## src/conv_gain_pkg.sv

```systemverilog
package conv_gain_pkg;
    // Bus and datapath widths.
    localparam int ADDR_W = 4;
    localparam int DATA_W = 32;
    localparam int ACC_W = 32;
    localparam int FIELD_W = 20;
    localparam int GAIN_W = 4;
    localparam int PROD_W = 24;
    localparam int OUT_W = 16;
    localparam int PIX_W = 8;
    localparam int HALF_W = 16;
    // Shift between neighbouring windows.
    localparam int FIELD_STEP = 4;
    // Sign-bit group lengths tested by automatic selection.
    localparam int SIGN_A = 13;
    localparam int SIGN_B = 9;
    localparam int SIGN_C = 5;
    // Line syncs to wait after the program strobe falls.
    localparam logic [3:0] FLUSH_LINES = 4'hA;
    // Pipeline depths.
    localparam int PIX_DLY = 4;
    localparam int EXP_DLY = 4;
    // Deepest store delay: the input delay plus the largest expansion delay.
    localparam int LINE_DLY_MAX = 16;
    // Register offsets.
    localparam logic [3:0] MODE_A_ADDR = 4'h0;
    localparam logic [3:0] MODE_B_ADDR = 4'h1;
    localparam logic [3:0] MODE_C_ADDR = 4'h2;
    localparam logic [3:0] MODE_D_ADDR = 4'h3;
    localparam logic [3:0] SCALE_ADDR = 4'h6;
    localparam logic [3:0] STATUS_ADDR = 4'h9;
    // Field positions.
    localparam int A_NOMUX_BIT = 7;
    localparam int A_EXPOFF_BIT = 0;
    localparam int A_EXPDLY_BIT = 1;
    localparam int A_MASTER_BIT = 2;
    localparam int B_PIXDLY_BIT = 3;
    localparam int C_SEL_LO = 4;
    localparam int C_AUTO_BIT = 6;
    localparam int C_SATPOS_BIT = 0;
    localparam int C_SATBOTH_BIT = 1;
    localparam int C_BYPASS_BIT = 2;
    localparam int D_DLY_LO = 2;
    // Reset values.
    localparam logic [7:0] MODE_RST = 8'h00;
    localparam logic [3:0] SCALE_RST = 4'h1;
    // Output extremes.
    localparam logic [15:0] OUT_MAXPOS = 16'h7FFF;
    localparam logic [15:0] OUT_MAXNEG = 16'h8000;
endpackage

```

## src/convolver_gain_and_expansion.sv

```systemverilog
`timescale 1ns/1ps
module convolver_gain_and_expansion
    import conv_gain_pkg::*;
(
    input wire logic clock,
    input wire logic rstn,
    input wire logic [ADDR_W-1:0] regAddr,
    input wire logic [DATA_W-1:0] regWrData,
    input wire logic regWr,
    input wire logic regRd,
    output logic [DATA_W-1:0] regRdData,
    input wire logic program_strobe_n,
    input wire logic line_sync_input,
    input wire logic cascadeHeadN,
    input wire logic [ACC_W-1:0] accResult,
    input wire logic [HALF_W-1:0] expInHalf,
    input wire logic expPhaseHigh,
    input wire logic [PIX_W-1:0] pixelIn,
    output logic [PIX_W-1:0] line_delay_pixel_bus,
    output logic [OUT_W-1:0] resultOut,
    output logic [HALF_W-1:0] expOutHalf,
    output logic [1:0] field_indicator,
    output logic overflowFlag,
    output logic masterMode,
    output logic [PIX_W-1:0] storePixel
);
    // Mode registers and gain value, written by software.
    logic [7:0] modeA_q;
    logic [7:0] modeB_q;
    logic [7:0] modeC_q;
    logic [7:0] modeD_q;
    logic [GAIN_W-1:0] scale_q;
    // Synchronisers for the asynchronous pins.
    logic [1:0] progSync_q;
    logic [1:0] syncSync_q;
    logic [1:0] headSync_q;
    logic [1:0] phaseSync_q;
    logic progPrev_q;
    logic syncPrev_q;
    // Accumulator plus expansion input; gain and auto selection both work on it.
    logic [ACC_W-1:0] cascadeSum;

    // Register writes; the bus never stalls.
    always_ff @(posedge clock or negedge rstn) begin
        if (!rstn) begin
            modeA_q <= MODE_RST;
            modeB_q <= MODE_RST;
            modeC_q <= MODE_RST;
            modeD_q <= MODE_RST;
            scale_q <= SCALE_RST;
        end else if (regWr) begin
            case (regAddr)
                MODE_A_ADDR: modeA_q <= regWrData[7:0];
                MODE_B_ADDR: modeB_q <= regWrData[7:0];
                MODE_C_ADDR: modeC_q <= regWrData[7:0];
                MODE_D_ADDR: modeD_q <= regWrData[7:0];
                SCALE_ADDR: scale_q <= regWrData[GAIN_W-1:0];
                default: begin
                end
            endcase
        end
    end

    // Two-flop synchronisers; the first stage feeds only the second.
    always_ff @(posedge clock or negedge rstn) begin
        if (!rstn) begin
            progSync_q <= 2'h3;
            syncSync_q <= 2'h3;
            headSync_q <= 2'h3;
            phaseSync_q <= 2'h0;
            progPrev_q <= 1'b1;
            syncPrev_q <= 1'b1;
        end else begin
            progSync_q <= {progSync_q[0], program_strobe_n};
            syncSync_q <= {syncSync_q[0], line_sync_input};
            headSync_q <= {headSync_q[0], cascadeHeadN};
            phaseSync_q <= {phaseSync_q[0], expPhaseHigh};
            progPrev_q <= progSync_q[1];
            syncPrev_q <= syncSync_q[1];
        end
    end

    // Program strobe becoming active (falling) and line sync going low.
    logic progFall;
    logic syncFall;
    assign progFall = progPrev_q & ~progSync_q[1];
    assign syncFall = syncPrev_q & ~syncSync_q[1];

    // Master flag is the low cascade-head pin or the mode A master bit, sampled each cycle.
    always_ff @(posedge clock or negedge rstn) begin
        if (!rstn) begin
            masterMode <= 1'b0;
        end else begin
            masterMode <= ~headSync_q[1] | modeA_q[A_MASTER_BIT];
        end
    end

    // Raw auto field request from sign-bit groups; 0 is the topmost window.
    logic [1:0] autoRaw;
    always_comb begin
        if (&cascadeSum[ACC_W-1 -: SIGN_A] || ~|cascadeSum[ACC_W-1 -: SIGN_A]) begin
            autoRaw = 2'h3;
        end else if (&cascadeSum[ACC_W-1 -: SIGN_B] || ~|cascadeSum[ACC_W-1 -: SIGN_B]) begin
            autoRaw = 2'h2;
        end else if (&cascadeSum[ACC_W-1 -: SIGN_C] || ~|cascadeSum[ACC_W-1 -: SIGN_C]) begin
            autoRaw = 2'h1;
        end else begin
            autoRaw = 2'h0;
        end
    end

    // Auto selection: held at the lowest window during flush, then only climbs.
    logic [3:0] flushCnt_q;
    logic [1:0] autoSel_q;
    always_ff @(posedge clock or negedge rstn) begin
        if (!rstn) begin
            flushCnt_q <= FLUSH_LINES;
            autoSel_q <= 2'h3;
        end else if (progFall) begin
            flushCnt_q <= FLUSH_LINES;
            autoSel_q <= 2'h3;
        end else if (flushCnt_q != 4'h0) begin
            if (syncFall) begin
                flushCnt_q <= flushCnt_q - 4'h1;
            end
        end else if (autoRaw < autoSel_q) begin
            autoSel_q <= autoRaw;
        end
    end

    // Field indicator always tracks the auto choice.
    always_ff @(posedge clock or negedge rstn) begin
        if (!rstn) begin
            field_indicator <= 2'h3;
        end else begin
            field_indicator <= autoSel_q;
        end
    end

    // Window extraction and gain multiply.
    logic [1:0] sel;
    logic [FIELD_W-1:0] field;
    logic [PROD_W-1:0] product;
    logic [OUT_W-1:0] midBits;
    logic topDisagree;
    assign sel = modeC_q[C_AUTO_BIT] ? autoSel_q : modeC_q[C_SEL_LO +: 2];
    always_comb begin
        case (sel)
            2'h0: field = cascadeSum[31:12];
            2'h1: field = cascadeSum[27:8];
            2'h2: field = cascadeSum[23:4];
            default: field = cascadeSum[19:0];
        endcase
    end
    assign product = PROD_W'({{GAIN_W{field[FIELD_W-1]}}, field} * {20'h00000, scale_q});
    assign midBits = product[PROD_W-GAIN_W-1 -: OUT_W];
    assign topDisagree = !(&product[PROD_W-1 -: 5] || ~|product[PROD_W-1 -: 5]);

    // Expansion input: rebuild the 32-bit word from its two phases.
    // Phases alternate on every clock, so the two-cycle synchroniser lag keeps
    // their parity; a phase signal that does not alternate would pair wrong halves.
    logic [HALF_W-1:0] expLow_q;
    logic [ACC_W-1:0] expWord_q;
    logic [ACC_W-1:0] expPipe_q [EXP_DLY];
    logic [ACC_W-1:0] expUse;
    always_ff @(posedge clock or negedge rstn) begin
        if (!rstn) begin
            expLow_q <= 16'h0000;
            expWord_q <= 32'h00000000;
        end else if (modeA_q[A_NOMUX_BIT]) begin
            expWord_q <= {16'h0000, expInHalf};
        end else if (phaseSync_q[1]) begin
            expLow_q <= expInHalf;
        end else begin
            expWord_q <= {expInHalf, expLow_q};
        end
    end

    // Optional extra four-clock expansion delay, one generate stage per tap.
    genvar gi;
    generate
        for (gi = 0; gi < EXP_DLY; gi++) begin : gExp
            if (gi == 0) begin : gFirst
                // The first tap takes the rebuilt word from the expWord_q register.
                always_ff @(posedge clock or negedge rstn) begin
                    if (!rstn) begin
                        expPipe_q[gi] <= 32'h00000000;
                    end else begin
                        expPipe_q[gi] <= expWord_q;
                    end
                end
            end else begin : gNext
                // Later taps only look one tap back, so no index leaves the array.
                always_ff @(posedge clock or negedge rstn) begin
                    if (!rstn) begin
                        expPipe_q[gi] <= 32'h00000000;
                    end else begin
                        expPipe_q[gi] <= expPipe_q[gi-1];
                    end
                end
            end
        end
    endgenerate
    assign expUse = modeA_q[A_EXPDLY_BIT] ? expPipe_q[EXP_DLY-1] : expWord_q;

    // Cascade sum; only the mode A A_EXPOFF_BIT gates the adder off, not the master flag.
    assign cascadeSum = modeA_q[A_EXPOFF_BIT] ? accResult : accResult + expUse;

    // Output stage: saturation, overflow and bypass selection.
    always_ff @(posedge clock or negedge rstn) begin
        if (!rstn) begin
            resultOut <= 16'h0000;
            overflowFlag <= 1'b0;
        end else if (modeA_q[A_NOMUX_BIT]) begin
            overflowFlag <= 1'b0;
            resultOut <= modeC_q[C_BYPASS_BIT] ? cascadeSum[15:0] : midBits;
        end else begin
            overflowFlag <= topDisagree;
            if (modeC_q[C_SATPOS_BIT]) begin
                if (product[PROD_W-1]) begin
                    resultOut <= 16'h0000;
                end else if (topDisagree) begin
                    resultOut <= OUT_MAXPOS;
                end else begin
                    resultOut <= midBits;
                end
            end else if (modeC_q[C_SATBOTH_BIT] && topDisagree) begin
                resultOut <= product[PROD_W-1] ? OUT_MAXNEG : OUT_MAXPOS;
            end else begin
                resultOut <= midBits;
            end
        end
    end

    // Expansion output: low half in the high phase, high half in the low phase.
    // The flop lands one cycle late, so it prepares the half for the coming phase.
    always_ff @(posedge clock or negedge rstn) begin
        if (!rstn) begin
            expOutHalf <= 16'h0000;
        end else if (modeA_q[A_NOMUX_BIT] || !phaseSync_q[1]) begin
            expOutHalf <= cascadeSum[15:0];
        end else begin
            expOutHalf <= cascadeSum[31:16];
        end
    end

    // Pixel delay line feeding the line stores; total taps are the sum of
    // the optional four-clock input delay and the mode D expansion delay.
    logic [PIX_W-1:0] pixPipe_q [LINE_DLY_MAX+1];
    // Five bits, since the sum of both delays reaches sixteen taps.
    logic [4:0] totalDly;
    assign totalDly = (modeB_q[B_PIXDLY_BIT] ? 5'h04 : 5'h00)
        + {1'b0, modeD_q[D_DLY_LO +: 2], 2'h0};
    always_ff @(posedge clock or negedge rstn) begin
        if (!rstn) begin
            pixPipe_q[0] <= 8'h00;
        end else begin
            pixPipe_q[0] <= pixelIn;
        end
    end
    generate
        for (gi = 1; gi <= LINE_DLY_MAX; gi++) begin : gPix
            always_ff @(posedge clock or negedge rstn) begin
                if (!rstn) begin
                    pixPipe_q[gi] <= 8'h00;
                end else begin
                    pixPipe_q[gi] <= pixPipe_q[gi-1];
                end
            end
        end
    endgenerate
    always_ff @(posedge clock or negedge rstn) begin
        if (!rstn) begin
            storePixel <= 8'h00;
        end else begin
            storePixel <= pixPipe_q[totalDly];
        end
    end

    // Line-delay bus: stays zero until the fifth edge after sync falls.
    logic [2:0] edgeCnt_q;
    always_ff @(posedge clock or negedge rstn) begin
        if (!rstn) begin
            edgeCnt_q <= 3'h0;
            line_delay_pixel_bus <= 8'h00;
        end else begin
            if (syncFall) begin
                edgeCnt_q <= 3'h1;
            end else if (edgeCnt_q != 3'h0 && edgeCnt_q != 3'h5) begin
                edgeCnt_q <= edgeCnt_q + 3'h1;
            end
            // A new sync blanks the bus at once, so the old line cannot leak on.
            line_delay_pixel_bus <= !syncFall && ((edgeCnt_q == 3'h4) || (edgeCnt_q == 3'h5))
                ? pixPipe_q[3] : 8'h00;
        end
    end

    // Register read; status shows the block's own state, unmapped reads zero.
    always_ff @(posedge clock or negedge rstn) begin
        if (!rstn) begin
            regRdData <= 32'h00000000;
        end else if (regRd) begin
            case (regAddr)
                MODE_A_ADDR: regRdData <= {24'h000000, modeA_q};
                MODE_B_ADDR: regRdData <= {24'h000000, modeB_q};
                MODE_C_ADDR: regRdData <= {24'h000000, modeC_q};
                MODE_D_ADDR: regRdData <= {24'h000000, modeD_q};
                SCALE_ADDR: regRdData <= {28'h0000000, scale_q};
                STATUS_ADDR: regRdData <= {24'h000000, flushCnt_q, overflowFlag,
                    masterMode, field_indicator};
                default: regRdData <= 32'h00000000;
            endcase
        end else begin
            regRdData <= 32'h00000000;
        end
    end

    // Assertions next to the logic above.
    program_clear_a: assert property (@(posedge clock) disable iff (!rstn)
        progFall |=> (flushCnt_q == FLUSH_LINES && autoSel_q == 2'h3))
        else $error("auto selection not cleared by program strobe");
    auto_climb_a: assert property (@(posedge clock) disable iff (!rstn)
        !progFall |=> autoSel_q <= $past(autoSel_q))
        else $error("auto selection moved to a less significant window");
    field_track_a: assert property (@(posedge clock) disable iff (!rstn)
        1'b1 |=> field_indicator == $past(autoSel_q))
        else $error("field indicator does not follow auto choice");
    flush_hold_a: assert property (@(posedge clock) disable iff (!rstn)
        (flushCnt_q != 4'h0 && !progFall) |=> autoSel_q == 2'h3)
        else $error("auto choice moved during flush");
    overflow_set_a: assert property (@(posedge clock) disable iff (!rstn)
        (!modeA_q[A_NOMUX_BIT] && topDisagree) |=> overflowFlag)
        else $error("overflow not flagged");
    sat_zero_a: assert property (@(posedge clock) disable iff (!rstn)
        (!modeA_q[A_NOMUX_BIT] && modeC_q[C_SATPOS_BIT] && product[PROD_W-1])
        |=> resultOut == 16'h0000)
        else $error("negative output not forced to zero");
    sat_both_a: assert property (@(posedge clock) disable iff (!rstn)
        (!modeA_q[A_NOMUX_BIT] && !modeC_q[C_SATPOS_BIT] && modeC_q[C_SATBOTH_BIT]
        && topDisagree && !product[PROD_W-1]) |=> resultOut == OUT_MAXPOS)
        else $error("positive overflow not clamped");
    nomux_flag_a: assert property (@(posedge clock) disable iff (!rstn)
        modeA_q[A_NOMUX_BIT] |=> !overflowFlag)
        else $error("overflow reported without multiplexing");
    line_fifth_a: assert property (@(posedge clock) disable iff (!rstn)
        syncFall |=> (line_delay_pixel_bus == 8'h00) [*4])
        else $error("line pixel appeared before fifth edge");
    master_pin_a: assert property (@(posedge clock) disable iff (!rstn)
        !headSync_q[1] |=> masterMode)
        else $error("low cascade head pin did not make a master");
    nomux_raw_a: assert property (@(posedge clock) disable iff (!rstn)
        (modeA_q[A_NOMUX_BIT] && modeC_q[C_BYPASS_BIT])
        |=> resultOut == $past(cascadeSum[15:0]))
        else $error("bypass output is not the raw low sum");
endmodule

```

## config.mk

```make
export PLATFORM = sky130hd
export DESIGN_NAME = convolver_gain_and_expansion
export DESIGN_NICKNAME = d
export VERILOG_FILES = /design/src/conv_gain_pkg.sv /design/src/convolver_gain_and_expansion.sv
export SDC_FILE = /design/constraint.sdc
export NUM_CORES = 1
export LEC_CHECK = 0
export BUFFER_PORTS_ARGS = -buffer_cell sky130_fd_sc_hd__buf_2
export CAP_MARGIN = 15
export CORE_UTILIZATION = 25
export CTS_CLUSTER_SIZE = 28
export DETAILED_ROUTE_END_ITERATION = 8
export GPL_TIMING_DRIVEN = 0
export PLACE_DENSITY_LB_ADDON = 0.08
export SYNTH_ARGS = -nofsm -noshare
export SYNTH_HDL_FRONTEND = slang
export SYNTH_SLANG_ARGS = --single-unit
```

## constraint.sdc

```tcl
create_clock -name clock -period 8.9 [get_ports clock]
set_input_delay 1.78 -clock clock [delete_from_list [all_inputs] [get_ports clock]]
set_output_delay 1.78 -clock clock [all_outputs]
set_load 0.03 [all_outputs]
```

=== Yosys cells after proc, flatten, opt, wreduce, memory -nomap -nowiden ===
Cells that the tools add are included.

* Mux-type cells: 33
* Multipliers: 1
* Reduce and logical (&&, ||, !) cells: 40
* Eq/ne operators: 12
* Bitwise operators: 8
* $lt $le $gt $ge: 2
* Add/sub/neg operators: 4

{| class="wikitable"
|+ Operators with widths
! operator !! count
|-
| 32-bit 2-to-1 mux || 5
|-
| 16-bit 2-to-1 mux || 8
|-
| 20-bit case mux with 3 select lines || 1
|-
| 8-bit case mux with 6 select lines || 1
|-
| 8-bit binary-select mux with 5-bit select || 1
|-
| 32-bit adder || 1
|-
| 24-bit by 4-bit multiplier with 24-bit output || 1
|-
| 8-bit 2-to-1 mux || 3
|-
| 2-bit AND reduction || 8
|-
| 13-bit AND reduction || 1
|-
| 13-bit OR reduction || 1
|-
| 2-bit 2-to-1 mux || 6
|-
| 4-bit 2-to-1 mux || 3
|-
| 5-bit AND reduction || 2
|-
| 5-bit OR reduction || 2
|-
| 3-bit 2-to-1 mux || 3
|-
| 9-bit AND reduction || 1
|-
| 9-bit OR reduction || 1
|-
| 4-bit by 2-bit == test with 1-bit output (second input constant) || 2
|-
| 2-bit nonzero test || 4
|-
| 1-bit logical NOT || 7
|-
| 3-bit == test (second input constant) || 2
|-
| 6-bit >= comparator (second input constant) || 1
|-
| 1-bit logical OR || 6
|-
| 21 further kinds || 29
|}

* Input port bits: 100
* Bits in registers: 451

=== Logic depth before layout (Yosys ltp) ===
Gate-level depths: netlist of the first run.

* Depth after elaboration: 13
* Depth in mapped cells: 38
* Gate-level depth less buffers: 34

=== Least setup slack after synthesis of the first run ===
Ideal clock, no wire load.

* Path kind: input port to flip-flop
* Start point: in accResult[0]
* End point: reg resultOut[2]
* Required time: 8.774 ns
* Cell stages on the path: 31
* Library setup time: 0.126 ns
* Path buffers: 0
* Path slack: 0.400 ns
* Arrival: 8.375 ns
* Cell sequence: ha_1 -> fa_1 -> a211oi_2 -> o21ai_1 -> a311oi_1 -> o41ai_2 -> a31oi_1 -> xor2_1 -> o21a_1 -> a21oi_1 -> nor2_1 -> a21oi_1 -> and2_1 -> fa_1 -> inv_1 -> fa_1 -> inv_1 -> ha_1 -> a21o_1 -> a21oi_1 -> o21bai_1 -> a21o_1 -> a21oi_1 -> o21ai_0 -> or3_1 -> o311ai_1 -> nor2_1 -> a211oi_2 -> a211oi_2 -> and2_4 -> o311a_1

* Longest elaborated chain between the ends: 12
* Elaborated cells on any way between the ends: 17
* Classes of those cells: 1 x add/sub; 1 x mul; 9 x mux; 6 x reduce/logical

{| class="wikitable"
|+ Ends and longest elaborated chain
! element !! RTL line !! source
|-
| start: declaration || convolver_gain_and_expansion.sv:15 || <nowiki>input wire logic [ACC_W-1:0] accResult,</nowiki>
|-
| 32-bit adder || convolver_gain_and_expansion.sv:207 || <nowiki>assign cascadeSum = modeA_q[A_EXPOFF_BIT] ? accResult : accResult + expUse;</nowiki>
|-
| 32-bit 2-to-1 mux (*) || convolver_gain_and_expansion.sv:207 ||
|-
| 20-bit case mux with 3 select lines || convolver_gain_and_expansion.sv:148 || <nowiki>case (sel)</nowiki>
|-
| 24-bit by 4-bit multiplier with 24-bit output || convolver_gain_and_expansion.sv:155 || <nowiki>assign product = PROD_W'({{GAIN_W{field[FIELD_W-1]}}, field} * {20'h00000, scale_q});</nowiki>
|-
| 5-bit OR reduction || convolver_gain_and_expansion.sv:157 || <nowiki>assign topDisagree = !(&product[PROD_W-1 -: 5] || ~|product[PROD_W-1 -: 5]);</nowiki>
|-
| 1-bit logical NOT || convolver_gain_and_expansion.sv:157 ||
|-
| 1-bit logical OR || convolver_gain_and_expansion.sv:157 ||
|-
| 1-bit logical NOT || convolver_gain_and_expansion.sv:157 ||
|-
| 1-bit logical AND || convolver_gain_and_expansion.sv:227 || <nowiki>end else if (modeC_q[C_SATBOTH_BIT] && topDisagree) begin</nowiki>
|-
| 16-bit 2-to-1 mux || convolver_gain_and_expansion.sv:227 ||
|-
| 16-bit 2-to-1 mux || convolver_gain_and_expansion.sv:219 || <nowiki>if (modeC_q[C_SATPOS_BIT]) begin</nowiki>
|-
| 16-bit 2-to-1 mux (*) || convolver_gain_and_expansion.sv:214 || <nowiki>end else if (modeA_q[A_NOMUX_BIT]) begin</nowiki>
|-
| end signal: assignment || convolver_gain_and_expansion.sv:216 || <nowiki>resultOut <= modeC_q[C_BYPASS_BIT] ? cascadeSum[15:0] : midBits;</nowiki>
|-
| end signal: assignment || convolver_gain_and_expansion.sv:228 || <nowiki>resultOut <= product[PROD_W-1] ? OUT_MAXNEG : OUT_MAXPOS;</nowiki>
|-
| end signal: assignment || convolver_gain_and_expansion.sv:230 || <nowiki>resultOut <= midBits;</nowiki>
|-
| end: declaration || convolver_gain_and_expansion.sv:20 || <nowiki>output logic [OUT_W-1:0] resultOut,</nowiki>
|}

Mark *: on every way between the ends. The rest lies on a longest branch, timed or not.
A chain may end at the register's enable or synchronous reset.

=== Worst setup path after layout of the first run ===
Ends and elaborated chain as after synthesis.

==> results of run 1 <==
## worst max-delay path by stage
stage | startpoint | to | cells past startpoint
after global routing | accResult[0] | resultOut[1] | 35
after detailed placement | modeA_q[1] | resultOut[11] | 34
after global placement | rstn | regRdData[1] | 1
after floorplan | accResult[0] | resultOut[2] | 31
after CTS | accResult[0] | resultOut[0] | 33
final | accResult[0] | resultOut[2] | 34
## registers in the layout (all words and copies together) (netlist names), 2 cells and up
name	count
pixPipe_q	136
expPipe_q	128
expWord_q	32
expLow_q	16
expOutHalf	16
resultOut	16
line_delay_pixel_bus	8
modeA_q	8
modeB_q	8
modeC_q	8
modeD_q	8
regRdData	8
storePixel	8
flushCnt_q	4
scale_q	4
edgeCnt_q	3
autoSel_q	2
field_indicator	2
headSync_q	2
phaseSync_q	2
progSync_q	2
syncSync_q	2
## where the power goes
part,switching [mW],internal (mW)
clock,0.859,1.39
combinational,3.78,2.29
sequential,0.178,2.34
## cell usage after synthesis (24+ instances only)
cell type    n  area [µm²]
mux2i_1     70         701
mux2_2      85         957
dfrtp_1    412       10300
nor2_1     109         409
fa_1        41         821
a21oi_1     98         490
nand2_1    194         728
clkbuf_1    61         229
inv_1      100         375
nor2b_1     35         219
and2_1      52         325
o21ai_0     84         420
ha_1        60         751
buf_4       24         180
## layout make-up
type	count	area, µm²
fillers	8190	54500
flip-flops and latches	427	10700
multi-input cells	1186	8980
clock buffers	71	1430
well taps	1050	1310
repair buffers	156	961
plain buffers	90	468
clock inverters	22	417
inverters	101	379
diodes	5	12.5
## timing repair
action | CTS | global route
gates resized for setup | 50 | 66
gates cloned | 0 | 0
hold buffers | 0 | 0
setup buffers | 5 | 15
endpoints found under the setup margin | 17 | 15
pin swaps | 9 | 18
## cells by family after synthesis
group / synth area share, %
other: 0.0187
and+or+nand+nor: 12.3
DFF: 53.4
xor gates and xnor gates: 1.74
buffers and inverters: 4.27
AOI/OAI and AO/OA: 11.9
adders and majority gates: 7.84
muxes: 8.55
## worst max-delay path, delay by kind of cell
family | cells | cell delay (ns)
AO/OA/AOI/OAI | 18 | 3.52
XOR/XNOR | 1 | 0.22
adder cells (fa/ha/maj) | 5 | 1.92
buffers and inverters | 5 | 0.56
AND/OR/NAND/NOR | 5 | 1.07
## through the flow
stage | hold WS (ns) | instance area [µm²] | utilization (%) | setup WS, ns
2_1_floorplan | 0.331 | 20100 | - | 0.400
3_3_place_gp | 0.332 | 22100 | 27.9 | -2.68
3_5_place_dp | 0.335 | 22200 | 28.1 | -1.95
4_1_cts | 0.305 | 24300 | 30.7 | 0.00680
5_1_grt | 0.316 | 24700 | 31.2 | -0.0683
6_report | 0.318 | 24700 | 31.2 | 0.220
## per-layer routing
layer / up-vias / share of wire (%) / global-route usage (%)
li1: 6561 / - / -
met1: 7111 / 48 / 22.1
met2: 376 / 44 / 23.3
met3: 110 / 5.2 / 3.22
met4: 16 / 2.6 / 4.41
met5: - / 0.17 / 0
==> results by group, run 1 <==
Floorplanning
  • Die Ht: between 200 and 300 µm
  • Die area: between 80000 and 90000 µm²
  • Ports: between 150 and 200
  • Initial Util: 25.3%
  • Row Count: just over 100
  • Core ar.: between 70000 and 80000 µm²
  • Die span in x: roughly 290 µm

Timing
  • Rel. slew slack: between 20% and 30%
  • Worst-Margin Slew: around 1.1 ns
  • Final setup fails: 0
  • Final period utilization: a little over nine tenths
  • Fin. max-slew vios: 0
  • Period minus WS final: slightly below 9 ns
  • Hold Fails Final Rpt: 0
  • Unrepaired setup endpoints after global routing: yes
  • Sum Neg Setup Slack: 0 ns
  • Skew final: about 0.062 ns
  • F_max: 115 MHz

Cells and area
  • Final std cells w/o fill: about 3100
  • Share of cells above drive strength 1: 23.5%
  • Most common cell after layout, fill and taps aside: dfrtp_1
  • Most frequent cells in the layout: 411 x dfrtp_1, 193 x nand2_1, 139 x buf_2, 108 x nor2_1, 100 x inv_1
  • Synth-to-Final Area Change: 23.1%
  • Nets: between 2000 and 2500

Setup path
  • CP arrival: 9.12 ns
  • CP startpoint kind: input pin
  • Slowest CP cell: fa_1
  • Crit-path max FO: 6
  • Required time of the worst setup path: 9.34 ns
  • WS Path Type: input pin to flip-flop
  • CP peak stage delay: 0.53 ns
  • Critical R2R Launch: modeA_q[1]
  • Endpoint class of the critical path: flip-flop
  • R2R depth: 35
  • R2r setup slk: 0.30 ns
  • Most Frequent Cell on Critical Path: a211oi_4
  • R2R Path End: resultOut[2]

Detailed routing
  • Vias per inst: around 4.6
  • DR DRC count: 0
  • TritonRoute pass-1 iters: 7
  • DRT iter0 DRCs: 946
  • ANT nets after route: 0
  • Drt total wl: around 62000 µm
  • Vias: around 14000
  • Routed len/inst: about 20 µm

Logic synthesis
  • Number of synthesized register bits: between 400 and 500
  • Top FF cell, synth: dfrtp_1
  • Mean post-synth cell area: 11.2 µm²
  • Ys Warns: 0
  • Post-Syn Area: around 20000 µm²
  • Synth unique cells: 92
  • Post-synthesis instance total: roughly 1800
  • Share of synthesized registers carrying an async set or reset: 100%
  • Number of flops mapped to enable cells by yosys: 0
  • Post-synthesis sequential area ratio: a little over half

Clock tree
  • Worst-Skew Late Latency: between 0.6 and 0.7 ns
  • Clock sinks: 427
  • Clk root buf: clkbuf_16
  • CTS buffer count: 50
  • CTS tree: built
  • H-tree levels: 2
  • Max clock buf depth: 3
  • Clock-pin transition on the worst setup and hold timing paths: approximately 0.06 ns

Global routing
  • GR Overflow Total: 0
  • Largest net degree at the start of global routing: between 100 and 150
  • First-pass GRT wire length: approximately 95000 µm
  • Initial antenna violation count: 9
  • GRT Total Usage: 15.4%
  • Vias in the first global route: 14700

Min path
  • Hold Path Origin: expPipe_q[47]
  • Min-Delay Path Depth: 0
  • Hold Path Class: flip-flop to flip-flop
  • WHS Endpoint: expPipe_q[15]

Power
  • Pwr dens: roughly 440 nW/µm²
  • Max VDD drop: a little over 200 µV
  • Static Leakage: around 11 nW
  • Final Power: ~11 mW

Flow run
  • Max cap viols: 0

Placement
  • DP Wirelength: 46700 µm
  • Routability Congestion: approximately 0.83
  • Post-Place Cells: ~3000
  • IO Port Bufs: about 130

Outcome
  • Status: complete, no violations
Power figures use the tool's default switching activity.
==> run 2: changes to the inputs <==
--- a/config.mk
+++ b/config.mk
@@ -12,6 +12,7 @@
 export DETAILED_ROUTE_END_ITERATION = 8
 export GPL_TIMING_DRIVEN = 0
 export PLACE_DENSITY_LB_ADDON = 0.08
+export RECOVER_POWER = 100
 export SYNTH_ARGS = -nofsm -noshare
 export SYNTH_HDL_FRONTEND = slang
 export SYNTH_SLANG_ARGS = --single-unit
==> run 2 against run 1 <==
  * Die area did not move
  * Sequential share of layout area increased by 0.25 points
  * Clock skew fell by 0.0029 ns
  * The run now ends with max-capacitance violations, max-slew violations left
  * Flip-flop and latch count is the same
  * Global-route usage stayed put
  * Critical endpoint unchanged
  * Register-to-register slack barely moved
  * Clock power about the same
  * First-iteration DRC count rose by 0.95%
  * Non-clock buffer count unchanged
  * Combinational power is essentially flat
==> results by group, run 2 (same netlist as run 1, synthesis figures left out) <==
Outcome
  • Status: complete, but fails checks (was complete, no violations)
  • Failing checks: max-capacitance violations, max-slew violations

Floorplanning
  • Die Ht: 285 µm (unchanged)
  • Die span in x: 285 µm (unchanged)
  • Initial Util: 25.3% (unchanged)
  • Die area: 81300 µm² (unchanged)
  • Ports: 184 (unchanged)
  • Core ar.: 79100 µm² (unchanged)
  • Row Count: 103 (unchanged)

Clock tree
  • CTS tree: built (unchanged)
  • Worst-Skew Late Latency: 0.61 ns (about the same)
  • H-tree levels: 2 (unchanged)
  • Clock sinks: 427 (unchanged)
  • Max clock buf depth: 3 (unchanged)
  • Clock-pin transition on the worst setup and hold timing paths: 0.06 ns (about the same)
  • Clk root buf: clkbuf_16 (unchanged)
  • CTS buffer count: 50 (unchanged)

Cells and area
  • Synth-to-Final Area Change: 22.4% (was 23.1%)
  • Most frequent cells in the layout: 411 x dfrtp_1, 193 x nand2_1, 120 x clkbuf_1, 108 x nor2_1, 100 x inv_1 (was 411 x dfrtp_1, 193 x nand2_1, 139 x buf_2, 108 x nor2_1, 100 x inv_1)
  • Biggest register: pixPipe_q (unchanged)
  • Share of cells above drive strength 1: 20.3% (was 23.5%)
  • Nets: 2213 (unchanged)
  • Largest register FFs: 136 (unchanged)
  • Final std cells w/o fill: 3105 (was 3108)
  • Largest regs: pixPipe_q: 136 flops, expPipe_q: 128 flops, expWord_q: 32 flops (unchanged)
  • Most common cell after layout, fill and taps aside: dfrtp_1 (unchanged)
  • Fin area: 24500 µm² (was 24700 µm²)
  • Fin util: 31.0% (was 31.2%)

Min path
  • Hold Path Class: flip-flop to flip-flop (unchanged)

Placement
  • IO Port Bufs: 131 (unchanged)
  • Routability Congestion: 0.832 (unchanged)
  • Worst Setup Slack post-DPL: -1.95 ns (unchanged)
  • Placed inst area: 22200 µm² (unchanged)
  • DP Wirelength: 46700 µm (unchanged)
  • Post-Place Cells: 2998 (unchanged)

Setup path
  • Slowest CP cell: fa_1 (unchanged)
  • Most Frequent Cell on Critical Path: a211oi_4 (unchanged)
  • CP peak stage delay: 0.53 ns (about the same)
  • Required time of the worst setup path: 9.34 ns (about the same)
  • CP arrival: 9.13 ns (was 9.12 ns)
  • CP startpoint kind: input pin (unchanged)
  • Endpoint class of the critical path: flip-flop (unchanged)
  • WS Path Type: input pin to flip-flop (unchanged)
  • Crit-path max FO: 6 (unchanged)

Power
  • Max VDD drop: 208 µV (was 207 µV)
  • Pwr dens: 441 nW/µm² (was 440 nW/µm²)
  • Final Power: 10.8 mW (about the same)
  • Clock share of power: 20.8% (about the same)
  • Static Leakage: 11.0 nW (was 11.2 nW)
  • Net Sw Frac: 44.6% (was 44.5%)
  • Net Switching: 4.82 mW (about the same)
  • Share of power burned in registers: 23.3% (was 23.2%)
  • Internal cell power: 5.99 mW (was 6.02 mW)
  • Comb pwr share: 55.9% (was 56.0%)

Detailed routing
  • TritonRoute pass-1 iters: 5 (was 7)
  • DR DRC count: 0 (unchanged)
  • Routed len/inst: 20.1 µm (about the same)
  • Vias per inst: 4.56 (about the same)
  • DRT iter0 DRCs: 955 (was 946)
  • Vias: 14200 (about the same)
  • Drt total wl: 62400 µm (about the same)
  • ANT nets after route: 0 (unchanged)

Global routing
  • GR Overflow Total: 0 (unchanged)
  • Initial antenna violation count: 9 (unchanged)
  • Vias in the first global route: 14700 (unchanged)
  • Largest net degree at the start of global routing: 123 (unchanged)
  • GRT Total Usage: 15.4% (unchanged)
  • First-pass GRT wire length: 94500 µm (unchanged)

Timing
  • Hold WS: 0.321 ns (was 0.318 ns)
  • Final setup fails: 0 (unchanged)
  • Worst-Margin Slew: 5.10 ns (was 1.12 ns)
  • Skew final: 0.0587 ns (was 0.0616 ns)
  • Rel. slew slack: -240% (was 25.0%)
  • Hold Fails Final Rpt: 0 (unchanged)
  • Period minus WS final: 8.69 ns (was 8.68 ns)
  • Unrepaired setup endpoints after global routing: yes (unchanged)
  • Fin. max-slew vios: 167 (was 0)
  • Sum Neg Setup Slack: 0 ns (unchanged)
  • Final period utilization: 97.6% (was 97.5%)
  • F_max: 115 MHz (about the same)
  • Fin worst setup slack: 0.209 ns (was 0.220 ns)

Flow run
  • Max cap viols: 3 (was 0)
==> run 2: final timing paths <==
path | slack, ns | cells after the start | startpoint | to
worst max-delay path | 0.21 | 34 | accResult[0] | resultOut[2]
worst min-delay path | 0.32 | 0 | expPipe_q[47] | expPipe_q[15]
worst max register to register | 0.30 | 35 | modeA_q[1] | resultOut[2]
worst min register to register | 0.32 | 0 | expPipe_q[47] | expPipe_q[15]
max in group asynchronous | 1.37 | 4 | rstn | pixPipe_q[123]
min in group asynchronous | 3.03 | 1 | rstn | phaseSync_q[1]
==> run 2: timing repair <==
item,in CTS,in global routing
setup buffers,5,15
gates cloned,0,0
setup endpoints to repair,17,15
hold buffers,0,0
pin swaps,9,18
gates resized for setup,50,66
==> run 2: power by group through the flow <==
stage,Clock (mW),Combinational (mW),Sequential (mW)
6_report,2.25,6.04,2.52
4_1_cts,2.34,5.79,2.53
3_3_place_gp,0,5.52,2.55
2_1_floorplan,0,3.59,2.70
5_1_grt,2.42,6.63,2.57
3_5_place_dp,0,5.52,2.54
==> run 2: area by class of cell <==
type / instances / area [µm²]
Antenna cell: 2 / 5.00
Buffer: 90 / 468
Clock buffer: 71 / 1430
Clock inverter: 22 / 417
Fill cell: 8217 / 54600
Inverter: 101 / 379
Multi-Input combinational cell: 1186 / 8970
Sequential cell: 427 / 10700
Tap cell: 1050 / 1310
Timing Repair Buffer: 156 / 835
==> run 2: critical path: cells and delay by family <==
kind                       cells  cell delay, ns
buffers and inverters          5            0.56
and+or+nand+nor                5            1.07
adders and majority gates      5            1.92
xor gates and xnor gates       1            0.22
AOI/OAI and AO/OA             18            3.53
==> run 2: routing by layer <==
metal	GRT usage [%]	part of all wire, %	wire length [µm]	vias to the layer above
met5	0	0.17	108	-
met4	4.41	2.7	1660	16
met3	3.22	5.4	3370	116
met2	23.3	44	27400	366
met1	22.1	48	29900	7117
li1	-	-	-	6548
